**config.mk**
```make
export PLATFORM = sky130hd
export DESIGN_NAME = fppc_decoder
export DESIGN_NICKNAME = d
export VERILOG_FILES = /design/src/shared/fppc_pkg.sv /design/src/hw/fppc_decoder.sv
export VERILOG_INCLUDE_DIRS = /design/src /design/src/shared
export SDC_FILE = /design/constraint.sdc
export NUM_CORES = 1
export LEC_CHECK = 0
export CAP_MARGIN = 0
export CELL_PAD_IN_SITES_DETAIL_PLACEMENT = 0
export CELL_PAD_IN_SITES_GLOBAL_PLACEMENT = 1
export CORE_AREA = 4 4 184 186
export DETAILED_ROUTE_END_ITERATION = 12
export DIE_AREA = 0 0 188 190
export DONT_BUFFER_PORTS = 1
export PLACE_DENSITY = 0.48
export SYNTH_ARGS = -nofsm -noshare
export SYNTH_HDL_FRONTEND = slang
export SYNTH_SLANG_ARGS = --single-unit
```
**constraint.sdc**
```tcl
create_clock -name core_clk -period 2.37 [get_ports core_clk]
set_input_delay 0.3555 -clock core_clk [delete_from_list [all_inputs] [get_ports core_clk]]
set_output_delay 0.3555 -clock core_clk [all_outputs]
set_load 0.02 [all_outputs]
```
**src/shared/fppc_cfg.svh**
```systemverilog
`ifndef FPPC_CFG_SVH
`define FPPC_CFG_SVH
// Condition code bit positions inside the four-bit status register.
`define FPPC_CC_N       3
`define FPPC_CC_Z       2
`define FPPC_CC_I       1
`define FPPC_CC_NAN     0
`define FPPC_CC_RESET   4'h0
`define FPPC_NUM_PRED   32
`define FPPC_GROUP_SIZE 16
// Predicate code bit that selects the group raising an exception on unordered.
`define FPPC_PRED_SIG   4
// Extended real memory operand: 96 bits with 16 unused.
`define FPPC_EXT_BITS   96
`define FPPC_EXT_UNUSED 16
`define FPPC_EXP_HI     95
`define FPPC_SEXP_LO    80
`define FPPC_EXP_LO     80
`define FPPC_EXP_W      15
`define FPPC_MANT_HI    63
`define FPPC_ONES_BYTE  8'hff
`define FPPC_ZERO_BYTE  8'h00
`define FPPC_CNT_END    16'hffff
`endif

```
**src/shared/fppc_pkg.sv**
```systemverilog
package fppc_pkg;
  typedef enum logic [3:0] {
    FPPC_COND_BRANCH  = 4'h0,
    FPPC_DEC_BRANCH   = 4'h1,
    FPPC_SET_BYTE     = 4'h2,
    FPPC_TEST_OPERAND = 4'h3,
    FPPC_SYNC_NOOP    = 4'h4,
    FPPC_COND_TRAP    = 4'h5,
    FPPC_STATE_DUMP   = 4'h6,
    FPPC_STATE_RELOAD = 4'h7,
    FPPC_MONADIC      = 4'h8,
    FPPC_DUAL_SINCOS  = 4'h9
  } fppc_opcode_t;

  typedef enum logic [3:0] {
    FPPC_LOGN   = 4'h0,
    FPPC_LOGNP1 = 4'h1,
    FPPC_LOG10  = 4'h2,
    FPPC_LOG2   = 4'h3,
    FPPC_NEG    = 4'h4,
    FPPC_SIN    = 4'h5,
    FPPC_SINH   = 4'h6,
    FPPC_SQRT   = 4'h7,
    FPPC_TAN    = 4'h8,
    FPPC_TANH   = 4'h9,
    FPPC_TENTOX = 4'ha,
    FPPC_TWOTOX = 4'hb,
    FPPC_SINCOS = 4'hc,
    FPPC_NONE   = 4'hf
  } fppc_mfunc_t;

  typedef struct packed {
    fppc_opcode_t op;
    logic [4:0]   pred;
    logic [31:0]  pc;
    logic [31:0]  seq_pc;
    logic [31:0]  disp;
    logic [15:0]  loop_counter_reg;
    logic [95:0]  operand;
    fppc_mfunc_t  mfunc;
    logic [2:0]   sine_dest_reg;
    logic [2:0]   cosine_dest_reg;
    logic [31:0]  imm;
  } fppc_req_t;

  typedef struct packed {
    logic valid;
    logic nan_in;
    logic neg;
    logic zero;
    logic inf;
  } fppc_cc_upd_t;

  typedef struct packed {
    logic         done;
    logic [31:0]  next_pc;
    logic         counter_wr;
    logic [15:0]  loop_counter_reg;
    logic         byte_wr;
    logic [7:0]   byte_val;
    logic         trap;
    logic [31:0]  trap_param;
    logic         frame_wr;
    logic [95:0]  frame;
    logic         func_wr;
    fppc_mfunc_t  func;
    logic         dual;
    logic [2:0]   sine_dest_reg;
    logic [2:0]   cosine_dest_reg;
  } fppc_rsp_t;
endpackage : fppc_pkg

```
**src/hw/fppc_decoder.sv**
```systemverilog
`timescale 1ns/10ps
`include "fppc_cfg.svh"
// Overview of operation
// - There are 32 predicates in two groups of 16, one raising an exception when unordered.
// - A condition is unordered whenever any input of the setting operation was a NaN.
// - Conditional instructions decide on the status register condition codes last set.
// - The conditional branch adds the displacement to the PC only when the predicate is true.
// - Decrement-and-branch does nothing when true, else decrements and branches unless minus one.
// - The conditional set writes all ones to a byte when true and all zeros when false.
// - The test operation updates only the condition codes from its operand.
// - The no-operation computes nothing and holds the main processor until prior work ends.
// - The conditional trap uses the same predicates, traps when true and passes its immediate.
// - Save dumps the condition codes and exception flag into a frame and restore reloads only the condition codes from one.
// - The dual sine/cosine sends sine to one named register and cosine to another.
// - The monadic decoder supports the twelve listed log, trig and power functions.
// - Memory operands are 96-bit extended reals with 16 unused bits.
module fppc_decoder (
  input  wire logic                 core_clk,
  input  wire logic                 reset_n,
  input  wire logic                 req_valid,
  input  wire fppc_pkg::fppc_req_t  req,
  input  wire fppc_pkg::fppc_cc_upd_t cc_upd,
  input  wire logic                 arith_busy,
  output logic                      req_ready,
  output fppc_pkg::fppc_rsp_t       rsp,
  output logic [3:0]                fp_status_register,
  output logic                      unordered_exc
);
  import fppc_pkg::*;

  typedef enum logic [1:0] {
    FPPC_IDLE = 2'b00,
    FPPC_EXC  = 2'b01,
    FPPC_SYNC = 2'b10
  } fppc_state_t;

  fppc_state_t state_q;
  fppc_rsp_t   rsp_q;
  fppc_rsp_t   rsp_d;
  logic [3:0]  cc_q;
  logic        exc_q;
  logic        pred_true;
  logic        pred_exc;
  logic        take;
  logic [15:0] cnt_dec;

  // Predicate equations on the low four code bits; the signaling bit only adds the exception.
  function automatic logic pred_eval(input logic [3:0] code, input logic [3:0] cc);
    logic n, z, u;
    n = cc[`FPPC_CC_N];
    z = cc[`FPPC_CC_Z];
    u = cc[`FPPC_CC_NAN];
    unique case (code)
      4'h0: pred_eval = 1'b0;
      4'h1: pred_eval = z;
      4'h2: pred_eval = ~(u | z | n);
      4'h3: pred_eval = z | ~(u | n);
      4'h4: pred_eval = n & ~(u | z);
      4'h5: pred_eval = z | (n & ~u);
      4'h6: pred_eval = ~(u | z);
      4'h7: pred_eval = ~u;
      4'h8: pred_eval = u;
      4'h9: pred_eval = u | z;
      4'ha: pred_eval = u | ~(n | z);
      4'hb: pred_eval = u | z | ~n;
      4'hc: pred_eval = u | (n & ~z);
      4'hd: pred_eval = u | z | n;
      4'he: pred_eval = ~z;
      4'hf: pred_eval = 1'b1;
    endcase
  endfunction : pred_eval

  // Class of a 96-bit extended operand as condition codes; the 16 unused bits are ignored.
  function automatic logic [3:0] ext_class(input logic [95:0] x);
    logic        ones, frac;
    logic [3:0]  c;
    ones = &x[`FPPC_EXP_HI-1:`FPPC_EXP_LO];
    frac = |x[`FPPC_MANT_HI-1:0];
    c = 4'h0;
    c[`FPPC_CC_N]   = x[`FPPC_EXP_HI];
    c[`FPPC_CC_Z]   = ~(|x[`FPPC_EXP_HI-1:`FPPC_EXP_LO]) & ~(|x[`FPPC_MANT_HI:0]);
    c[`FPPC_CC_I]   = ones & ~frac;
    c[`FPPC_CC_NAN] = ones & frac;
    ext_class = c;
  endfunction : ext_class

  assign take      = req_valid && state_q == FPPC_IDLE;
  assign pred_true = pred_eval(req.pred[3:0], cc_q);
  assign pred_exc  = req.pred[`FPPC_PRED_SIG] && cc_q[`FPPC_CC_NAN];
  assign cnt_dec   = req.loop_counter_reg - 16'h0001;

  always_comb
  begin
    rsp_d = '0;
    rsp_d.func = FPPC_NONE;
    rsp_d.next_pc = req.seq_pc;
    rsp_d.done = take && req.op != FPPC_SYNC_NOOP;
    unique case (req.op)
      FPPC_COND_BRANCH:
      begin
        if (pred_true)
        begin
          rsp_d.next_pc = req.pc + req.disp;
        end
      end
      FPPC_DEC_BRANCH:
      begin
        if (!pred_true)
        begin
          rsp_d.counter_wr = 1'b1;
          rsp_d.loop_counter_reg = cnt_dec;
          if (cnt_dec != `FPPC_CNT_END)
          begin
            rsp_d.next_pc = req.pc + req.disp;
          end
        end
      end
      FPPC_SET_BYTE:
      begin
        rsp_d.byte_wr = 1'b1;
        rsp_d.byte_val = pred_true ? `FPPC_ONES_BYTE : `FPPC_ZERO_BYTE;
      end
      FPPC_COND_TRAP:
      begin
        rsp_d.trap = pred_true;
        rsp_d.trap_param = req.imm;
      end
      FPPC_STATE_DUMP:
      begin
        rsp_d.frame_wr = 1'b1;
        rsp_d.frame = {12'h000, cc_q, {`FPPC_EXT_UNUSED{1'b0}}, 63'h0, exc_q};
      end
      FPPC_MONADIC:
      begin
        rsp_d.func_wr = req.mfunc <= FPPC_TWOTOX;
        rsp_d.func = (req.mfunc <= FPPC_TWOTOX) ? req.mfunc : FPPC_NONE;
      end
      FPPC_DUAL_SINCOS:
      begin
        rsp_d.func_wr = 1'b1;
        rsp_d.func = FPPC_SINCOS;
        rsp_d.dual = 1'b1;
        rsp_d.sine_dest_reg = req.sine_dest_reg;
        rsp_d.cosine_dest_reg = req.cosine_dest_reg;
      end
      default:
      begin
      end
    endcase
  end

  // A signaling predicate on unordered codes is held back one cycle behind its exception.
  always_ff @(posedge core_clk or negedge reset_n)
  begin
    if (!reset_n)
    begin
      state_q <= FPPC_IDLE;
      rsp_q   <= '0;
      exc_q   <= 1'b0;
    end
    else
    begin
      exc_q <= 1'b0;
      rsp_q <= '0;
      unique case (state_q)
        FPPC_IDLE:
        begin
          if (take && req.op == FPPC_SYNC_NOOP)
          begin
            rsp_q   <= rsp_d;
            state_q <= FPPC_SYNC;
          end
          else if (take && pred_exc && req.op inside {FPPC_COND_BRANCH, FPPC_DEC_BRANCH,
                                                      FPPC_SET_BYTE, FPPC_COND_TRAP})
          begin
            exc_q   <= 1'b1;
            rsp_q   <= rsp_d;
            rsp_q.done <= 1'b0;
            state_q <= FPPC_EXC;
          end
          else if (take)
          begin
            rsp_q <= rsp_d;
          end
        end
        FPPC_EXC:
        begin
          rsp_q      <= rsp_q;
          rsp_q.done <= 1'b1;
          state_q    <= FPPC_IDLE;
        end
        FPPC_SYNC:
        begin
          rsp_q <= rsp_q;
          if (!arith_busy)
          begin
            rsp_q.done <= 1'b1;
            state_q    <= FPPC_IDLE;
          end
        end
        default:
        begin
          state_q <= FPPC_IDLE;
        end
      endcase
    end
  end

  // Restore outranks test, which outranks an arithmetic update in the same cycle.
  always_ff @(posedge core_clk or negedge reset_n)
  begin
    if (!reset_n)
    begin
      cc_q <= `FPPC_CC_RESET;
    end
    else if (take && req.op == FPPC_STATE_RELOAD)
    begin
      cc_q <= req.operand[`FPPC_SEXP_LO+3:`FPPC_SEXP_LO];
    end
    else if (take && req.op == FPPC_TEST_OPERAND)
    begin
      cc_q <= ext_class(req.operand);
    end
    else if (cc_upd.valid)
    begin
      cc_q <= {cc_upd.neg, cc_upd.zero, cc_upd.inf, cc_upd.nan_in};
    end
  end

  always_ff @(posedge core_clk or negedge reset_n)
  begin
    if (!reset_n)
    begin
      req_ready <= 1'b0;
    end
    else
    begin
      req_ready <= state_q == FPPC_IDLE && !take;
    end
  end

  assign rsp                = rsp_q;
  assign fp_status_register = cc_q;
  assign unordered_exc      = exc_q;
endmodule : fppc_decoder

```
# --- Word-level counts from Yosys, hierarchy flattened ---
# Cells that the tools add are included.
classes:
  add_sub_neg: 2
  n_lt_le_gt_ge: 1
  n_eq_ne: 30
  mux: 28
  n_bitwise: 27
  n_reduce_logical: 21
op_table:
  columns: ["op", "count"]
  rows:
  - ["$mux W201", 3]
  - ["$pmux W201 S3", 1]
  - ["$mux W97", 1]
  - ["$mux W32", 2]
  - ["$pmux W32 S2", 1]
  - ["$reduce_or A64 Y1", 1]
  - ["$reduce_or A63 Y1", 1]
  - ["$mux W49", 1]
  - ["$eq A4 B4 Y1 const B", 10]
  - ["$mux W33", 1]
  - ["$add A32 B32 Y32", 1]
  - ["$eq A4 B3 Y1 const B", 8]
  - ["$mux W17", 1]
  - ["$eq A4 B2 Y1 const B", 4]
  - ["$mux W4", 4]
  - ["$ne A16 B16 Y1 const B", 1]
  - ["$pmux W1 S16", 1]
  - ["$sub A16 B1 Y16 const B", 1]
  - ["$reduce_and A15 Y1", 1]
  - ["$reduce_or A15 Y1", 1]
  - ["$not A1 Y1", 12]
  - ["$pmux W5 S2", 1]
  - ["$logic_and A1 B1 Y1", 9]
  - ["$mux W9", 1]
  - ["other kinds (20)", 41]
word_totals:
  ff_bits: 209
  out_inout_bits: 207
  elab_cells: 128

# --- Logic depth before layout (Yosys ltp) ---
depth:
  word_depth: 10
  depth_mapped: 12
  depth_no_buf: 12

# --- Worst setup path before layout ---
# No wires, ideal clock.
synth_path:
  kind: "input -> register"
  from: "input port req[138] (netlist bit)"
  to: "register rsp_q (netlist bit rsp[186])"
  arrival_time_ns: 2.713
  t_required_ns: 2.240
  setup_slack_ns: -0.472
  path_stages: 11
  path_cell_list: "inv_1 -> ha_1 -> or4b_4 -> or4_1 -> a211oi_1 -> o22a_1 -> a31oi_2 -> buf_6 -> and2_4 -> a222oi_1 -> o21ai_1"
synth_via:
  elab_chain_cells: 9
synth_lines:
  columns: ["element", "line", "text"]
  rows:
  - ["start, declared", "fppc_decoder.sv:21", "input wire fppc_pkg::fppc_req_t req,"]
  - ["$sub A16 B1 Y16 *", "fppc_decoder.sv:90", "assign cnt_dec = req.loop_counter_reg - 16'h0001;"]
  - ["$ne A16 B16 Y1 (no source line) *", null, null]
  - ["$mux W32 *", "fppc_decoder.sv:112", "if (cnt_dec != `FPPC_CNT_END)"]
  - ["$mux W49 *", "fppc_decoder.sv:108", "if (!pred_true)"]
  - ["$pmux W32 S2 *", "fppc_decoder.sv:98", "unique case (req.op)"]
  - ["$mux W201", "fppc_decoder.sv:181", "else if (take)"]
  - ["$mux W201", "fppc_decoder.sv:173", "else if (take && pred_exc && req.op inside {FPPC_COND_BRANCH, FPPC_DEC_BRANCH,"]
  - ["$mux W201 *", "fppc_decoder.sv:168", "if (take && req.op == FPPC_SYNC_NOOP)"]
  - ["$pmux W201 S3 *", "fppc_decoder.sv:165", "unique case (state_q)"]
  - ["end signal, assigned", "fppc_decoder.sv:170", "rsp_q <= rsp_d;"]
  - ["end signal, assigned", "fppc_decoder.sv:177", "rsp_q <= rsp_d;"]
  - ["end signal, assigned", "fppc_decoder.sv:183", "rsp_q <= rsp_d;"]
  - ["end, declared", "fppc_decoder.sv:38", "fppc_rsp_t rsp_q;"]
# Every way passes the cells marked *; elsewhere a longest branch is shown, timed or not.
# A chain may end at the register's enable or synchronous reset.

# --- Worst setup path in the final report ---
layout_path:
  from: "input port req[139] (netlist bit)"
  to: "register rsp_q (netlist bit rsp[198])"
# The elaborated chain is that of the path after synthesis.

==> summary by stage <==
Outcome
The run finished, with violations left. The checks that failed: hold timing, setup timing.

STA
At the pin with the least slew margin, the transition time is between 0.8 and 0.9 ns. The final-report hold violation count is 111. Setup repair after global routing could not meet its margin everywhere. The number of pins exceeding their max-slew limit in the final report is 0.

The minimum setup slack in the final design is -0.1391 ns. Setup violations remaining at the end of the flow were counted as 26. The worst slew slack as a fraction of its limit is 0.4519. In the finished design, the share of the clock period the worst path needs comes to 1.059.

The routed design could run at a clock period as short as about 2.5 ns. The highest attainable clock frequency is ~0.4 GHz. Clock skew on the completed layout was measured at approximately 0.018 ns. Across all hold checks on the routed design, the worst slack comes to -0.3258 ns.

Power
IR analysis of the VDD net gives a maximum drop of 0.5513 mV. Summed over all cells, the static leakage comes to about 4.3 nW. Power spread over the standard cell area amounts to ~740 nW/um^2.

Detailed routing
The average wire per cell in the routed design is 21.54 um. The initial DRC count is around 340. After detailed routing, the number of remaining DRC violations is 0. Using the TritonRoute via totals, the vias-per-cell ratio works out to approximately 4.9. The total number of vias is 7085.

In this run the remaining antenna-violating nets after routing total 0. The first detailed-routing pass ran for 5 iterations. The total routed wirelength is approximately 31000 um.

Synth
Of the total synthesized cell area, the portion taken by full adders, half adders and majority gates is 0.05786. The total number of yosys warnings is 0. The mux contribution to synthesized area is 0.03216. Among all flip-flop cells after synthesis, the most frequent one is sky130_fd_sc_hd__dfrtp_1.

After synthesis, the largest family of logic cells by area is compound AO/OA/AOI/OAI gates. The post-synthesis compound-gate area fraction is 0.2459. The commonest cells after synthesis are 111 x sky130_fd_sc_hd__dfrtp_1, 99 x sky130_fd_sc_hd__buf_4, 86 x sky130_fd_sc_hd__nand2_1, 66 x sky130_fd_sc_hd__o21ai_0. Sorting the synthesized cells by area gives the leading types as sky130_fd_sc_hd__dfrtp_1 34%, sky130_fd_sc_hd__buf_4 9.1%, sky130_fd_sc_hd__ha_1 5.5%. The sequential fraction of the synthesis area is 0.3416. The cell type with the highest aggregate area in the netlist is sky130_fd_sc_hd__dfrtp_1. The async set or reset register ratio after synthesis is 1.000.

The simple logic cell fraction of the synthesized area is 0.1576. The most frequent cell after synthesis is sky130_fd_sc_hd__dfrtp_1. The number of synthesized flops with an enable pin is 0. Synthesis produced a netlist whose cell count is 910. The total standard cell area after synthesis is 8130 um^2. The number of distinct standard cells referenced by the synthesized netlist is 80. Dividing the synthesized area by the synthesized cell count gives around 9 um^2. The post-synthesis xor/xnor area fraction is 0.04309. The share of synthesized area in the top cell type comes to 0.3416. Counting flops and latches in the post-synthesis netlist gives approximately 110.

Worst setup path
The critical path goes through inv_12 > ha_4 > or4b_4 > or4_4 > a211oi_2 > o22a_1 > a31oi_4 > buf_12 > buf_4 > a21oi_4 > o21ai_1 > a211o_1. On the worst path, the slowest cell contributes a delay of 0.49 ns. The worst setup path is captured at a flip-flop.

The capture point of the worst path is rsp[198]. The terminus of the critical flop-to-flop path is rsp[193]. The largest individual stage delay along the critical path comes from the cell sky130_fd_sc_hd__or4_4. The required arrival time at the worst endpoint is around 2.6 ns. The worst register-to-register path begins at fp_status_register[0]. The startpoint of the most critical setup path is req[139]. The reg-to-reg setup timing slack is -0.03 ns. The classification of the worst setup path is in -> reg. The top fanout value on the critical path is 13. The count of cells along the worst register-to-register path is 8. The category of cells accounting for the largest share of critical-path delay is simple AND/OR/NAND/NOR gates. Together, buffers and inverters on the worst path number 3. The worst setup path is launched from an input pin.

The critical path data arrival time is about 2.8 ns. In this run the number of cells on the critical path is 12.

GRT
In the global route stage, overall resource usage came out at 0.1656. The number of antenna violations at the first check in global routing came to 1. The first global-routing pass estimated 46330 um of wire. The met3 layer usage reported by global route is 0.06147.

The via count of the first global-routing pass was between 7k and 8k. The met1 capacity usage during global routing is 0.2172. The layer flagged by global routing as most heavily used is met2. The met2 capacity usage during global routing is 0.2671. The total global routing overflow is 0.

Entering global routing, the biggest net connects about 110 pins.

Placement
The final HPWL from detailed placement is between 20000 and 25000 um. Once placement finished, the instance area stood at around 9200 um^2. At the end of routability-driven placement, the weighted congestion stood at roughly 0.83. Port buffering added 0 buffers.

CTS
In this run the number of H-tree levels came out at 3. The maximum number of buffers from clock root to sink is 2. TritonCTS built the clock tree. The insertion delay of the later-clocked pin in the worst-skew pair is about 0.36 ns. The clock tree root buffer cell is sky130_fd_sc_hd__clkbuf_16.

The clock input transition at the sequential cells of the worst setup and hold paths is around 0.090 ns. The TritonCTS buffer count is 9. Clock tree synthesis found a total of about 110 sinks.

Final layout
The net count reported at finish is about 1.3k. After routing the design area is 9656 um^2. In the final layout, the share of cells above drive strength 1 is 0.1930.

The end-of-flow core utilization is 0.2990. Relative to the synthesized area, the layout overhead comes to 18.76%. The fill cell total of the finished layout is 3458.

Floorplanning
The floorplan core area is approximately 32000 um^2. The die covers 35720 um^2. For this design the top-level I/O count stands at roughly 480. The width of the die is around 190 um. Measured along the y axis, the die boundary spans between 150 and 200 um. The floorplan has 66 rows. The initial utilization of the core area, before any placement, comes to 0.2518.

Min path
The class of the tightest hold or removal check is in -> async.

Flow run
Max-cap violations in this run came to 0.
## state kept, by name, summed over array words and instances (netlist names)
name and cells:
unordered_exc 1, req_ready 1, fp_status_register 4, rsp 103, state_q 2
## power breakdown
part           internal (W)  leakage [nW]  switching [W]
combinational       0.00100          2.65        0.00158
sequential          0.00222          1.50       0.000751
clock              0.000764         0.150       0.000863
total               0.00399          4.30        0.00319
## layout by cell type (no fill, tap or decap), types with 7 or more instances in the layout
cell type | netlist | routed
sky130_fd_sc_hd__ha_1 | 36 | 33
sky130_fd_sc_hd__buf_4 | 99 | 117
sky130_fd_sc_hd__o211ai_1 | 10 | 10
sky130_fd_sc_hd__a32oi_1 | 7 | 7
sky130_fd_sc_hd__o21ai_0 | 66 | 48
sky130_fd_sc_hd__dfrtp_1 | 111 | 110
sky130_fd_sc_hd__nand2_1 | 86 | 86
sky130_fd_sc_hd__a22o_1 | 50 | 50
sky130_fd_sc_hd__a21oi_1 | 50 | 44
sky130_fd_sc_hd__xnor2_1 | 23 | 23
sky130_fd_sc_hd__xor2_1 | 17 | 17
sky130_fd_sc_hd__nand3_1 | 17 | 17
sky130_fd_sc_hd__a22oi_1 | 12 | 9
sky130_fd_sc_hd__conb_1 | 1 | 91
sky130_fd_sc_hd__clkbuf_16 | 0 | 9
sky130_fd_sc_hd__mux2i_1 | 25 | 23
sky130_fd_sc_hd__nor4_1 | 24 | 24
sky130_fd_sc_hd__inv_1 | 17 | 15
sky130_fd_sc_hd__nor2_1 | 40 | 38
sky130_fd_sc_hd__or3_1 | 7 | 7
sky130_fd_sc_hd__nand4_1 | 15 | 15
sky130_fd_sc_hd__and2_1 | 8 | 8
sky130_fd_sc_hd__a21o_1 | 14 | 14
sky130_fd_sc_hd__nor3_1 | 16 | 14
sky130_fd_sc_hd__o21ai_1 | 5 | 22
sky130_fd_sc_hd__nor2b_1 | 7 | 7
## worst register-to-register path, delay by kind of cell, from the launching register on
| kind | cells | cell delay [ns] |
|---|---|---|
| compound gates | 3 | 1.08 |
| buf+inv | 1 | 0.19 |
| flops | 1 | 0.43 |
| simple gates | 4 | 0.59 |
## worst min path at each step
stage,cells past startpoint,endpoint,startpoint
5_1_grt,0,rsp[111],reset_n
3_5_place_dp,0,rsp[109],reset_n
3_3_place_gp,0,rsp[117],reset_n
2_1_floorplan,0,fp_status_register[0],reset_n
6_report,0,rsp[0],reset_n
4_1_cts,0,rsp[109],reset_n
## cell families after synthesis
family	after synthesis
compound gates	287
xor+xnor	40
fa+ha+maj	37
buf+inv	157
flops	111
mux	26
other cells	1
simple gates	251
## final cells by class
class                      count  area (um^2)  share of cell area
multi-input combinational    733         4957              0.5134
tap                          442        553.0             0.05728
clock buffer                   9        225.2             0.02333
inverter                      18        87.58            0.009071
antenna                        1        2.502           0.0002592
sequential                   111         2779              0.2878
timing repair buffer         122        969.7              0.1004
clock inverter                 7        81.33            0.008423
## per-layer routing
metal,wire [um],share of wire
met5,0,0
met2,14420,0.46
met4,252,0.0081
met3,2878,0.093
met1,13540,0.44
## through the flow
step	total power [W]	std cells	setup slack (ns)	hold slack (ns)	TNS, ns
final	0.007182	1443	-0.1391	-0.3258	-2.570
after global routing	0.007696	1443	-0.2581	-0.3547	-5.135
after CTS	0.007323	1440	-0.1452	-0.3477	-2.468
after detailed placement	0.005581	1422	-0.6604	0.06266	-16.66
after global placement	0.005586	1422	-0.6174	0.06277	-15.63
after floorplan	0.004637	1000	-0.4467	0.05991	-9.647
## what timing repair did
item,4_1_cts,5_1_grt
hold endpoints to repair,111,111
buffers inserted,1,2
pin swaps,5,8
gates cloned,1,0
resized for setup,19,12
setup endpoints to repair,30,32
Note: power is estimated with default switching activity, not from simulation.
